**src/cps_pkg.sv**
```systemverilog
// Purpose: shared constants and carriers for the codec port status and interrupt flag block
// Assumes: one 10 MHz clock, synchronous active-low reset, apb register access
// Notes:   offsets are byte addresses on a 32-bit apb data path
// Summary of operation
// [RL1] receive-full flag, bit 7, sets when a new codec value loads; read only
// [RL2] receive-full flag clears when software reads the receive data register
// [RL3] interrupt vector write drops pending receive interrupt, receive-full flag kept
// [RL4] receive interrupt raised only while receive enable bit 6 is one
// [RL5] transmit-empty flag, bit 5, sets once transmit data went to codec; read only
// [RL6] transmit-empty flag clears when software writes a new transmit byte
// [RL7] interrupt vector write drops pending transmit interrupt, transmit-empty flag kept
// [RL8] transmit interrupt raised only while transmit enable bit 4 is one
// [RL9] request latched on flag rising edge with enable set; pending until vector write; the code also clears it on a write-one to the status register
`default_nettype none

package cps_pkg;

    // ========================================================================
    // bus geometry
    localparam int ADDR_W  = 8;
    localparam int DATA_W  = 32;
    localparam int BYTE_W  = 8;
    localparam int NUM_IRQ = 2;

    // ========================================================================
    // register offsets
    localparam logic [ADDR_W-1:0] OFF_CTRL  = 8'h00; // flags and enables
    localparam logic [ADDR_W-1:0] OFF_RXD   = 8'h04; // receive data, read clears full flag
    localparam logic [ADDR_W-1:0] OFF_TXD   = 8'h08; // transmit data, write clears empty flag
    localparam logic [ADDR_W-1:0] OFF_IVEC  = 8'h0C; // any write withdraws pending requests
    localparam logic [ADDR_W-1:0] OFF_ISTAT = 8'h10; // pending requests, write one to clear
    localparam logic [ADDR_W-1:0] OFF_IMASK = 8'h14; // gates pending onto the irq line

    // ========================================================================
    // control register field positions
    localparam int BIT_RX_FULL  = 7;
    localparam int BIT_RX_IE    = 6;
    localparam int BIT_TX_EMPTY = 5;
    localparam int BIT_TX_IE    = 4;

    // interrupt status and mask field positions
    localparam int IRQ_RX = 0;
    localparam int IRQ_TX = 1;

    // ========================================================================
    // reset values
    localparam logic                RST_FLAG  = 1'b0;
    localparam logic [BYTE_W-1:0]   RST_BYTE  = 8'h00;
    localparam logic [NUM_IRQ-1:0]  RST_IMASK = 2'h0;
    localparam logic [DATA_W-1:0]   RST_WORD  = 32'h0000_0000;

    // ========================================================================
    // carriers
    typedef struct packed {
        logic              psel;
        logic              penable;
        logic              pwrite;
        logic [ADDR_W-1:0] paddr;
        logic [DATA_W-1:0] pwdata;
    } cps_apb_req_t;

    typedef struct packed {
        logic [DATA_W-1:0] prdata;
        logic              pready;
        logic              pslverr;
    } cps_apb_rsp_t;

    typedef struct packed {
        logic              load;   // one-cycle pulse: new byte from codec
        logic [BYTE_W-1:0] data;
    } cps_rx_in_t;

endpackage : cps_pkg

`default_nettype wire

```
**src/cps_top.sv**
```systemverilog
// Purpose: codec port receive/transmit flags, enables and interrupt logic behind apb
// Assumes: codec side pulses are synchronous to clk_sys; apb master holds requests
// Notes:   every access takes two access cycles; irq lags pending by one cycle
`default_nettype none

module cps_top (
    input  wire logic                          clk_sys,
    input  wire logic                          rstn,
    input  wire cps_pkg::cps_apb_req_t         apb_req,
    output var  cps_pkg::cps_apb_rsp_t         apb_rsp,
    input  wire cps_pkg::cps_rx_in_t           rx_in,
    input  wire logic                          tx_sent,
    output var  logic [cps_pkg::BYTE_W-1:0]    tx_data_q,
    output var  logic                          tx_empty_q,
    output var  logic                          irq_q
);
    import cps_pkg::*;

    // ========================================================================
    // state
    typedef struct packed {
        cps_apb_rsp_t       rsp;
        logic [BYTE_W-1:0]  rx_data;
        logic [BYTE_W-1:0]  tx_data;
        logic               rx_ie;
        logic               tx_ie;
        logic [NUM_IRQ-1:0] imask;
        logic               irq;
    } cps_top_st_t;

    cps_top_st_t st_q;
    cps_top_st_t st_d;

    logic               rx_full;
    logic               tx_empty;
    logic [NUM_IRQ-1:0] pend;

    // ========================================================================
    // bus phase decode
    logic               acc_start;
    logic               acc_done;
    logic               hit;
    logic               wr_done;
    logic               rd_done;
    logic               rx_rd_clr;
    logic               tx_wr;
    logic               ivec_wr;
    logic [NUM_IRQ-1:0] w1c;
    logic               rx_rise;
    logic               tx_rise;
    logic [DATA_W-1:0]  rd_word;

    // first access cycle answers, second (pready seen high) takes effect
    assign acc_start = apb_req.psel && apb_req.penable && !st_q.rsp.pready;
    assign acc_done  = apb_req.psel && apb_req.penable && st_q.rsp.pready;
    assign hit       = (apb_req.paddr == OFF_CTRL)  || (apb_req.paddr == OFF_RXD)
                    || (apb_req.paddr == OFF_TXD)   || (apb_req.paddr == OFF_IVEC)
                    || (apb_req.paddr == OFF_ISTAT) || (apb_req.paddr == OFF_IMASK);
    assign wr_done   = acc_done && apb_req.pwrite && hit;
    assign rd_done   = acc_done && !apb_req.pwrite && hit;

    // side effects of the access, all at the completing edge
    assign rx_rd_clr = rd_done && (apb_req.paddr == OFF_RXD);              // RL2
    assign tx_wr     = wr_done && (apb_req.paddr == OFF_TXD);              // RL6
    assign ivec_wr   = wr_done && (apb_req.paddr == OFF_IVEC);             // RL3 RL7
    assign w1c       = (wr_done && (apb_req.paddr == OFF_ISTAT))
                     ? apb_req.pwdata[NUM_IRQ-1:0] : RST_IMASK;

    // rising edges of the two status flags
    assign rx_rise   = rx_in.load && !rx_full;
    assign tx_rise   = tx_sent && !tx_empty;

    // ========================================================================
    // read mux; undefined bits read as zero
    always_comb begin
        rd_word = RST_WORD;
        unique case (apb_req.paddr)
            OFF_CTRL: begin
                rd_word[BIT_RX_FULL]  = rx_full;
                rd_word[BIT_RX_IE]    = st_q.rx_ie;
                rd_word[BIT_TX_EMPTY] = tx_empty;
                rd_word[BIT_TX_IE]    = st_q.tx_ie;
            end
            OFF_RXD:   rd_word[BYTE_W-1:0]  = st_q.rx_data;
            OFF_TXD:   rd_word[BYTE_W-1:0]  = st_q.tx_data;
            OFF_ISTAT: rd_word[NUM_IRQ-1:0] = pend;
            OFF_IMASK: rd_word[NUM_IRQ-1:0] = st_q.imask;
            default:   rd_word = RST_WORD; // vector register and holes read zero
        endcase
    end

    // ========================================================================
    // next state
    always_comb begin
        st_d = st_q;
        st_d.rsp.pready  = 1'b0;
        st_d.rsp.pslverr = 1'b0;
        if (acc_start) begin
            st_d.rsp.pready  = 1'b1;
            st_d.rsp.pslverr = !hit;
            st_d.rsp.prdata  = apb_req.pwrite ? RST_WORD : rd_word;
        end
        // codec byte lands in the receive register
        if (rx_in.load) begin
            st_d.rx_data = rx_in.data; // RL1
        end
        if (tx_wr) begin
            st_d.tx_data = apb_req.pwdata[BYTE_W-1:0];
        end
        if (wr_done && (apb_req.paddr == OFF_CTRL)) begin
            st_d.rx_ie = apb_req.pwdata[BIT_RX_IE]; // RL4
            st_d.tx_ie = apb_req.pwdata[BIT_TX_IE]; // RL8
        end
        if (wr_done && (apb_req.paddr == OFF_IMASK)) begin
            st_d.imask = apb_req.pwdata[NUM_IRQ-1:0];
        end
        // registered for a clean output; costs one cycle of latency
        st_d.irq = |(pend & st_q.imask);
    end

    // synchronous clear of every state field
    always_ff @(posedge clk_sys) begin
        if (!rstn) begin
            st_q.rsp.prdata  <= RST_WORD;
            st_q.rsp.pready  <= 1'b0;
            st_q.rsp.pslverr <= 1'b0;
            st_q.rx_data     <= RST_BYTE;
            st_q.tx_data     <= RST_BYTE;
            st_q.rx_ie       <= RST_FLAG;
            st_q.tx_ie       <= RST_FLAG;
            st_q.imask       <= RST_IMASK;
            st_q.irq         <= 1'b0;
        end else begin
            st_q <= st_d;
        end
    end

    // ========================================================================
    // status flags; the vector write is deliberately not wired to them
    cps_flag u_rx_full (
        .clk_sys (clk_sys),
        .rstn    (rstn),
        .set     (rx_in.load),   // RL1
        .clr     (rx_rd_clr),    // RL2
        .flag_q  (rx_full)
    );

    cps_flag u_tx_empty (
        .clk_sys (clk_sys),
        .rstn    (rstn),
        .set     (tx_sent),      // RL5
        .clr     (tx_wr),        // RL6
        .flag_q  (tx_empty)
    );

    // ========================================================================
    // interrupt requests
    cps_irq_bit u_irq_rx (
        .clk_sys (clk_sys),
        .rstn    (rstn),
        .rise    (rx_rise),
        .en      (st_q.rx_ie),   // RL4
        .w1c     (w1c[IRQ_RX]),
        .vec_clr (ivec_wr),      // RL3
        .pend_q  (pend[IRQ_RX])
    );

    cps_irq_bit u_irq_tx (
        .clk_sys (clk_sys),
        .rstn    (rstn),
        .rise    (tx_rise),
        .en      (st_q.tx_ie),   // RL8
        .w1c     (w1c[IRQ_TX]),
        .vec_clr (ivec_wr),      // RL7
        .pend_q  (pend[IRQ_TX])
    );

    // every output comes straight from a state flop
    assign apb_rsp    = st_q.rsp;
    assign tx_data_q  = st_q.tx_data;
    assign tx_empty_q = tx_empty;
    assign irq_q      = st_q.irq;
endmodule : cps_top

`default_nettype wire

```
**src/cps_flag.sv**
```systemverilog
// Purpose: one hardware status flag with set and clear events
// Assumes: set and clear are one-cycle pulses in the clk_sys domain
// Notes:   set wins over a clear arriving in the same cycle
`default_nettype none

module cps_flag (
    input  wire logic clk_sys,
    input  wire logic rstn,
    input  wire logic set,
    input  wire logic clr,
    output var  logic flag_q
);
    import cps_pkg::*;

    typedef struct packed {
        logic flag;
    } cps_flag_st_t;

    cps_flag_st_t st_q;
    cps_flag_st_t st_d;

    // ========================================================================
    // next state: an event landing on the clear cycle is not lost
    always_comb begin
        st_d = st_q;
        if (set) begin
            st_d.flag = 1'b1;
        end else if (clr) begin
            st_d.flag = 1'b0;
        end
    end

    always_ff @(posedge clk_sys) begin
        if (!rstn) begin
            st_q.flag <= RST_FLAG;
        end else begin
            st_q <= st_d;
        end
    end

    assign flag_q = st_q.flag;
endmodule : cps_flag

`default_nettype wire

```
**src/cps_irq_bit.sv**
```systemverilog
// Purpose: one latched interrupt request
// Assumes: rise is a one-cycle pulse on the rising edge of its status flag
// Notes:   cleared by a vector write or a write-one; a new rise with en set wins over both
`default_nettype none

module cps_irq_bit (
    input  wire logic clk_sys,
    input  wire logic rstn,
    input  wire logic rise,
    input  wire logic en,
    input  wire logic w1c,
    input  wire logic vec_clr,
    output var  logic pend_q
);
    import cps_pkg::*;

    typedef struct packed {
        logic pend;
    } cps_irq_st_t;

    cps_irq_st_t st_q;
    cps_irq_st_t st_d;

    // ========================================================================
    // latch on the edge only, so a flag that stays set does not re-raise
    always_comb begin
        st_d = st_q;
        if (rise && en) begin
            st_d.pend = 1'b1; // RL9
        end else if (w1c || vec_clr) begin
            st_d.pend = 1'b0; // RL9
        end
    end

    always_ff @(posedge clk_sys) begin
        if (!rstn) begin
            st_q.pend <= RST_FLAG;
        end else begin
            st_q <= st_d;
        end
    end

    assign pend_q = st_q.pend;
endmodule : cps_irq_bit

`default_nettype wire

```
**config.mk**
```make
export PLATFORM = sky130hd
export DESIGN_NAME = cps_top
export DESIGN_NICKNAME = d
export VERILOG_FILES = /design/src/cps_pkg.sv /design/src/cps_top.sv /design/src/cps_flag.sv /design/src/cps_irq_bit.sv
export SDC_FILE = /design/constraint.sdc
export NUM_CORES = 1
export LEC_CHECK = 0
export ABC_CLOCK_PERIOD_IN_PS = 2400
export BUFFER_PORTS_ARGS = -buffer_cell sky130_fd_sc_hd__clkbuf_2
export CAP_MARGIN = 30
export CORE_AREA = 2 2 69 71
export CTS_CLUSTER_SIZE = 30
export DETAILED_ROUTE_END_ITERATION = 6
export DIE_AREA = 0 0 71 73
export MAX_ROUTING_LAYER = met4
export PLACE_DENSITY = 0.78
export SYNTH_ARGS = -nofsm -noshare
export SYNTH_HDL_FRONTEND = slang
export SYNTH_HIERARCHICAL = 1
export SYNTH_SLANG_ARGS = --single-unit
```
**constraint.sdc**
```tcl
create_clock -name clk_sys -period 2.4 [get_ports clk_sys]
set_input_delay 0.12 -clock clk_sys [delete_from_list [all_inputs] [get_ports clk_sys]]
set_output_delay 0.12 -clock clk_sys [all_outputs]
set_load 0.005 [all_outputs]
```
* Yosys cells after proc, flatten, opt, wreduce, memory -nomap -nowiden
Index checks and enable logic that the tools add are counted.
** Operators by class
- Eq/ne operators :: 5
- Multiplexer cells :: 14
- Bitwise gates (word level) :: 1
- Reductions and logical operators :: 36
** Operator list (number)
- 1-bit logical AND :: 17
- 8-bit by 4-bit equality test with 1-bit output (second input constant) :: 2
- 8-bit by 5-bit equality test with 1-bit output (second input constant) :: 2
- 4-bit case mux with 3 select lines :: 1
- 8-bit by 3-bit equality test with 1-bit output (second input constant) :: 1
- 8-bit logical NOT :: 1
- 1-bit 2-to-1 mux :: 8
- 8-bit 2-to-1 mux :: 1
- 2-bit case mux with 4 select lines :: 1
- 2-bit nonzero test :: 4
- 1-bit logical OR :: 7
- 1-bit logical NOT :: 5
- 2-bit 2-to-1 mux :: 2
- 2-bit case mux with 2 select lines :: 1
- 2-bit bitwise AND :: 1
- 2-bit AND reduction :: 1
- 2-bit OR reduction :: 1
** Storage, ports and cells
- Register bits :: 35
- Input port bits :: 55
- Output and inout port bits :: 44
- Logic and storage cells :: 69

* Depth between registers and ports, before layout
Gate-level depths: netlist of the first run.
- Depth after elaboration :: 12
- Depth in mapped cells :: 6

* Hierarchy
Netlist of the first run, hierarchy kept.
** By module, submodules not included
- cps_top :: instances 1, cells an instance 194, area each 1798.0 um^2, seq. area each 620.6 um^2
- cps_flag :: instances 2, cells an instance 3, area each 41.3 um^2, seq. area each 20.0 um^2
- cps_irq_bit :: instances 2, cells an instance 4, area each 41.3 um^2, seq. area each 20.0 um^2

* Least setup slack after synthesis of the first run
OpenSTA, ideal clock, no wires.
- Kind :: input to register
- From :: input port apb_req[39] in the netlist's numbering
- To :: register u_rx_full.st_q (netlist: u_rx_full/flag_q)
- Arrival :: 1.802 ns
- Required time :: 2.285 ns
- Slack :: 0.484 ns
- Stages :: 6
- Cells stage by stage :: or4_4 > buf_6 > or3_1 > nor4b_1 > nor2b_4 > o21a_1
** Between the ends
- Cells in the longest elaborated chain, start to end :: 9
- Elaborated cells between the ends (all ways) :: 14
- Classes of those cells :: eq/ne (5); reduce/logical (9)
** Ends and longest elaborated chain
- start: declaration :: line cps_top.sv:9 : input wire cps_pkg::cps_apb_req_t apb_req,
- 8-bit by 3-bit equality test with 1-bit output or 8-bit logical NOT (tied branches) :: line cps_top.sv:56, cps_top.sv:63
- 1-bit logical OR :: line cps_top.sv:56 : assign hit = (apb_req.paddr == OFF_CTRL) || (apb_req.paddr == OFF_RXD)
- 1-bit logical OR (2 in series) :: line cps_top.sv:57 : || (apb_req.paddr == OFF_TXD) || (apb_req.paddr == OFF_IVEC)
- 1-bit logical OR (2 in series) :: line cps_top.sv:58 : || (apb_req.paddr == OFF_ISTAT) || (apb_req.paddr == OFF_IMASK);
- 1-bit logical AND :: line cps_top.sv:60 : assign rd_done = acc_done && !apb_req.pwrite && hit;
- 1-bit logical AND (*) :: line cps_top.sv:63 : assign rx_rd_clr = rd_done && (apb_req.paddr == OFF_RXD);
- net rx_rd_clr :: line cps_top.sv:45 : logic rx_rd_clr;
- 2-bit nonzero test (no line) (*)
- end signal: assignment :: line cps_flag.sv:37 : st_q <= st_d;
- end: declaration :: line cps_flag.sv:19 : cps_flag_st_t st_q;
The timed path passes the listed nets; every way through them passes the cells marked *.
A chain may end at the register's enable or synchronous reset.

* Final worst setup path of the first run
Ends and elaborated chain as after synthesis.

==> impl_metrics.env, run 1 <==
export IMPL_clockRootBuffer="clkbuf_8"
export IMPL_synthArstFlopShare=0
export IMPL_antenna_found_initial=0
export IMPL_relSlewSlack=0.5927
export IMPL_max_freq_ghz=0.5755
export IMPL_clk_pin_slew_worst_paths_ps=70
export IMPL_clk_latency_ps=290
export IMPL_grt_pass1_wl_mm=5.975
export IMPL_final_cell_area_sq_mm=0.002111
export IMPL_place_hpwl_mm=2.836
export IMPL_fin_tns_setup_ps=0
export IMPL_route_detailed_drc=0
export IMPL_synth_most_common_cell="buf_4"
export IMPL_drive_gt1_frac=0.2875
export IMPL_drt_total_wl_mm=3.741
export IMPL_boundaryPins=99
export IMPL_start_kind="input pin"
export IMPL_p_leak_nw=0.9416
export IMPL_drt_pass1_iter_count=4
export IMPL_yosys_warnings=6
export IMPL_coreArea_sq_mm=0.004536
export IMPL_synth_main_ff_cell="dfxtp_1"
export IMPL_grt_pass1_vias=1251
export IMPL_cts_sinks=35
export IMPL_fillerInstances=463
export IMPL_synthesis_area_sq_mm=0.001963
export IMPL_grt_overflow_total=0
export IMPL_setup_violations=0
export IMPL_synth_cell_type_count=36
export IMPL_start_util=0.4328
export IMPL_area_growth_pct=7.520
export IMPL_ys_seq_elements=35
export IMPL_drv_slew=0
export IMPL_cts_max_level=2
export IMPL_synth_edf_count=0
export IMPL_synth_top_area_cell="dfxtp_1"
export IMPL_postCtsSetupBuffers=0
export IMPL_rsz0062_at_grt="false"
export IMPL_die_area_sq_mm=0.005183
export IMPL_n_antenna_cell=0
export IMPL_crit_arrival_ps=1930
export IMPL_vias_per_cell=4.810
export IMPL_gp_congestion=0.7341
export IMPL_avgRoutedWirePerCell_um=12.72
export IMPL_cts_tree="done"
export IMPL_rows=25
export IMPL_nets=294
export IMPL_post_cts_resized=0
export IMPL_crit_type="input pin to flop"
export IMPL_critPathRequiredTime_ps=2590
export IMPL_syn_area_per_cell_sq_um=9.438
export IMPL_hold_buffers=0
export IMPL_place_area_sq_mm=0.002029
export IMPL_clk_path_buf_depth=2
export IMPL_hold_viol=0
export IMPL_fin_crit_sh=0.7240
export IMPL_die_height_um=73
export IMPL_vias=1414
export IMPL_skew_ps=2.971
export IMPL_grt_use_total=0.1534
export IMPL_p_per_area_mw_per_mm2=531.6
export IMPL_first_iter_violations=119
export IMPL_end_kind="flop"
export IMPL_antenna_left=0
export IMPL_hp_class="input pin to flop"
export IMPL_seq_area_frac_synth=0.3569
export IMPL_io_buffers=50
export IMPL_synth_common_cells="buf_4, dfxtp_1, nand2_1"
export IMPL_worst_pin_slew_ps=605.4
export IMPL_fin_crit_ps=1738
export IMPL_status="completed"
export IMPL_ir_worst_vdd_uv=176.3
export IMPL_die_w_um=71
export IMPL_grt_max_degree=37
export IMPL_synth_top_area_share=0.3569
export IMPL_critPathMaxFanout=8
export IMPL_syn_inst=208
export IMPL_cts_buffers=5
export IMPL_ys_top_cells_by_area="dfxtp_1, buf_4, mux2i_1, nand2_1, nor2b_1"
export IMPL_drv_cap=0
worst max-delay path: stages:
cell      delay [ps]
clkbuf_2          80
or4_4            600
or3_1            380
nor4b_1          520
nor2b_4           60
o21a_1           170
registers in the layout (all words and copies together) (netlist names):
| signal | flops |
|---|---|
| apb_rsp | 10 |
| irq_q | 1 |
| st_q | 12 |
| tx_data_q | 8 |
| u_irq_rx/pend_q | 1 |
| u_irq_tx/pend_q | 1 |
| u_rx_full/flag_q | 1 |
| u_tx_empty/flag_q | 1 |
power by group:
group / leakage, nW / switching [mW] / total, mW / internal, mW
clock: 0.0422 / 0.200 / 0.403 / 0.203
combinational: 0.615 / 0.0652 / 0.119 / 0.0536
sequential: 0.284 / 0.00746 / 0.600 / 0.593
cells in the final DEF (no fill, tap or decap):
cell and n:
a211o_1 3, a21oi_1 1, a22o_1 2, a22oi_1 1, a2bb2oi_1 4, a32o_1 4
and2_1 2, buf_4 3, clkbuf_1 2, clkbuf_2 50, clkbuf_8 5, clkinv_2 1
conb_1 24, dfxtp_1 35, inv_1 2, mux2_2 2, mux2i_1 24, nand2_1 25
nand3_1 3, nand3b_1 1, nand4_1 1, nand4b_1 1, nor2_1 2, nor2b_1 13
nor2b_4 2, nor3_1 2, nor4_1 4, nor4_4 1, nor4b_1 1, nor4bb_1 4
o21a_1 3, o2bb2ai_1 4, o31ai_2 2, or3_1 2, or3b_2 2, or4_1 1
or4_4 1
cells by family (layout without fill, tap and decap cells):
group                  Yosys count  after routing  synth area share
AND/OR/NAND/NOR                 68             68            0.2110
buffers and inverters           54             63            0.1874
flip-flops                      35             35            0.3569
multiplexers                    26             26            0.1338
AO/OA/AOI/OAI                   24             24            0.1090
other                            1             24          0.001910
worst paths after layout:
| kind | start | end | slack [ps] | depth (start not counted) |
|---|---|---|---|---|
| max | apb_req[39] | u_rx_full/flag_q$_SDFFE_PN0P_ | 660 | 6 |
| min | apb_req[5] | tx_data_q[5]$_SDFFE_PN0P_ | 50 | 3 |
| max reg2reg | apb_rsp[1]$_SDFF_PN0_ | st_q[3]$_SDFFE_PN0P_ | 780 | 3 |
| min reg2reg | apb_rsp[5]$_SDFFE_PN0P_ | apb_rsp[5]$_SDFFE_PN0P_ | 470 | 1 |
area by class of cell:
class,count,area (sq um),area share
clock buffers,7,76.32,0.03616
multi-input cells,142,980.9,0.4647
flip-flops and latches,35,700.7,0.3320
clock inverters,1,5.005,0.002371
inverters,2,7.507,0.003557
repair buffers,53,272.8,0.1292
well taps,54,67.56,0.03201
per-layer routing:
layer / part of all wire / track usage / vias up
met1: 0.46 / 0.1931 / 626
li1: - / - / 723
met4: 0.019 / 0.07547 / 0
met3: 0.074 / 0.04558 / 6
met2: 0.44 / 0.2243 / 59
met5: 0 / - / -
stage by stage:
stage	power (mW)	setup WS [ps]	instances	hold slack [ps]	util
CTS	1.130	664.9	294	49.82	0.4654
global route	1.168	605.4	294	59.60	0.4654
floorplan	0.7158	483.6	231	237.5	-
finish	1.122	662.4	294	52.19	0.4654
detailed placement	0.7320	373.8	286	358.2	0.4474
global placement	0.7292	370.3	286	352.9	0.4474
(Power assumes the default switching activity.)
==> inputs of run 2 (changes only) <==
--- a/config.mk
+++ b/config.mk
@@ -5,15 +5,15 @@
 export SDC_FILE = /design/constraint.sdc
 export NUM_CORES = 1
 export LEC_CHECK = 0
-export ABC_CLOCK_PERIOD_IN_PS = 2400
+export ABC_CLOCK_PERIOD_IN_PS = 1400
 export BUFFER_PORTS_ARGS = -buffer_cell sky130_fd_sc_hd__clkbuf_2
 export CAP_MARGIN = 30
-export CORE_AREA = 2 2 69 71
+export CORE_AREA = 2 2 73 75
 export CTS_CLUSTER_SIZE = 30
 export DETAILED_ROUTE_END_ITERATION = 6
-export DIE_AREA = 0 0 71 73
+export DIE_AREA = 0 0 75 77
 export MAX_ROUTING_LAYER = met4
-export PLACE_DENSITY = 0.78
+export PLACE_DENSITY = 0.74
 export SYNTH_ARGS = -nofsm -noshare
 export SYNTH_HDL_FRONTEND = slang
 export SYNTH_HIERARCHICAL = 1
==> constraint.sdc (replaced) <==
create_clock -name clk_sys -period 1.4 [get_ports clk_sys]
set_input_delay 0.07 -clock clk_sys [delete_from_list [all_inputs] [get_ports clk_sys]]
set_output_delay 0.07 -clock clk_sys [all_outputs]
set_load 0.005 [all_outputs]
==> impl_metrics.env, run 2 (same netlist as run 1, synthesis figures left out) <==
export IMPL_avgRoutedWirePerCell_um=12.80
export IMPL_grt_pass1_vias=1480
export IMPL_clockPowerShare=0.350
export IMPL_critPathRequiredTime_ps=1570
export IMPL_p_sw_frac=0.2429
export IMPL_start_util=0.3944
export IMPL_met2_length_mm=1.960
export IMPL_hold_buffers=0
export IMPL_rsz0062_at_grt="true"
export IMPL_setup_violations=0
export IMPL_antenna_left=0
export IMPL_antenna_found_initial=0
export IMPL_final_seq_area_sq_um=701.9
export IMPL_final_common_cell="clkbuf_2"
export IMPL_start_kind="input pin"
export IMPL_clk_pin_slew_worst_paths_ps=70
export IMPL_place_hpwl_mm=3.242
export IMPL_cts_tree="done"
export IMPL_cp_slowest_cell="or4_4"
export IMPL_crit_arrival_ps=1550
export IMPL_critical_path_cell_count=6
export IMPL_drt_total_wl_mm=4.198
export IMPL_hold_viol=0
export IMPL_route_detailed_drc=0
export IMPL_crit_start="apb_req[39]"
export IMPL_drt_met1_wl_mm=1.916
export IMPL_area_growth_pct=19.57
export IMPL_internal_power_mw=1.482
export IMPL_cp_slowest_stage_delay_ps=530
export IMPL_grt_overflow_total=0
export IMPL_clk_path_buf_depth=2
export IMPL_cts_sinks=35
export IMPL_fin_crit_ps=1379
export IMPL_gp_congestion=0.8220
export IMPL_fin_crit_sh=0.9851
export IMPL_multi_input_area_sq_mm=0.001032
export IMPL_clk_latency_ps=280
export IMPL_post_place_cells=317
export IMPL_drive_gt1_frac=0.3643
export IMPL_largest_reg_flops=12
export IMPL_worstReg2RegEnd="tx_data_q[1]$_SDFFE_PN0P_"
export IMPL_hp_class="input pin to flop"
export IMPL_ff2ff_path_depth=5
export IMPL_top_layer_used="met4"
export IMPL_crit_path_end="u_rx_full/flag_q$_SDFFE_PN0P_"
export IMPL_boundaryPins=99
export IMPL_skew_ps=5.900
export IMPL_fillerInstances=467
export IMPL_hold_ws_ps=9.833
export IMPL_io_buffers=50
export IMPL_drt_pass1_iter_count=4
export IMPL_die_area_sq_mm=0.005775
export IMPL_seq_power_share=0.526
export IMPL_first_iter_violations=75
export IMPL_p_per_area_mw_per_mm2=834.0
export IMPL_met3WireLength_um=294
export IMPL_grt_pass1_wl_mm=6.803
export IMPL_p_sw_uw=475.4
export IMPL_critPathMaxFanout=3
export IMPL_stdcell_count=328
export IMPL_clockRootBuffer="clkbuf_8"
export IMPL_nets=312
export IMPL_utilization=0.4716
export IMPL_p_leak_nw=1.055
export IMPL_n_antenna_cell=0
export IMPL_cts_max_level=2
export IMPL_power_frac_comb=0.124
export IMPL_rows=26
export IMPL_max_freq_ghz=0.7251
export IMPL_rrSetupSlack_ps=60
export IMPL_die_height_um=77
export IMPL_vias=1487
export IMPL_crit_type="input pin to flop"
export IMPL_crit_chain="clkbuf_2 > or4_4 > or3_4 > nor4b_4 > nor2b_4 > o21a_1"
export IMPL_end_kind="flop"
export IMPL_largest_register="st_q"
export IMPL_die_w_um=75
export IMPL_layout_common_cells="clkbuf_2, dfxtp_1, nand2_1"
export IMPL_status="completed"
export IMPL_cts_buffers=5
export IMPL_ir_worst_vdd_uv=401.9
export IMPL_grt_max_degree=37
export IMPL_drv_slew=0
export IMPL_grt_use_total=0.1580
export IMPL_cpLargestDelayFamily="simple AND/OR/NAND/NOR gates"
export IMPL_coreArea_sq_mm=0.004977
export IMPL_vias_per_cell=4.534
export IMPL_path_buf_inv=1
export IMPL_drv_cap=0
export IMPL_r2r_start="apb_rsp[1]$_SDFF_PN0_"
==> run 2: changes by cell type in the layout (fill, tap and decap cells not counted), moves of 2 or more <==
cell	change
buf_12	+2
buf_4	+15
nor4_1	-3
nor4_2	+2
==> run 2: repair_timing <==
action | 4_1_cts | 5_1_grt
gates resized for setup | 0 | 4
pin swaps | 1 | 1
buffers inserted | 0 | 3
setup endpoints to repair | 1 | 20
gates cloned | 0 | 0
==> run 2: worst min path at each step <==
stage | startpoint | to | slack, ps | depth (start not counted)
after detailed placement | tx_sent | u_tx_empty/flag_q$_SDFFE_PN0P_ | 300 | 2
after CTS | apb_req[7] | tx_data_q[7]$_SDFFE_PN0P_ | 5 | 3
after global placement | tx_sent | u_tx_empty/flag_q$_SDFFE_PN0P_ | 300 | 2
after floorplan | rstn | u_rx_full/flag_q$_SDFFE_PN0P_ | 190 | 1
after global routing | apb_req[5] | tx_data_q[5]$_SDFFE_PN0P_ | 10 | 3
final | tx_sent | u_tx_empty/flag_q$_SDFFE_PN0P_ | 10 | 2
==> run 2: final cells by class <==
type	instances	area share
inverters	2	0.003198
flip-flops and latches	35	0.2990
multi-input cells	142	0.4398
well taps	70	0.03731
repair buffers	71	0.1860
clock buffers	7	0.03252
clock inverters	1	0.002132
==> run 2: metrics by stage <==
step	power, mW	TNS, ps	setup slack [ps]	cell area [sq um]
after floorplan	1.231	-2261	-312.9	2086
after global placement	1.285	-3345	-284.2	2223
after detailed placement	1.289	-3656	-305.3	2223
after CTS	1.969	0	2.215	2305
after global routing	2.058	-208.2	-27.27	2347
final	1.958	0	20.82	2347
==> run 2: power groups by stage <==
stage | Combinational, mW | Clock, mW | Sequential, mW
6_report | 0.243 | 0.685 | 1.03
5_1_grt | 0.272 | 0.755 | 1.03
4_1_cts | 0.238 | 0.701 | 1.03
3_3_place_gp | 0.234 | 0 | 1.05
3_5_place_dp | 0.237 | 0 | 1.05
2_1_floorplan | 0.184 | 0 | 1.05
==> run 2: metal layers <==
layer	global-route usage	vias to the layer above
met2	0.2474	51
met3	0.04862	4
met4	0.03214	0
met5	-	-
li1	-	765
met1	0.1997	667
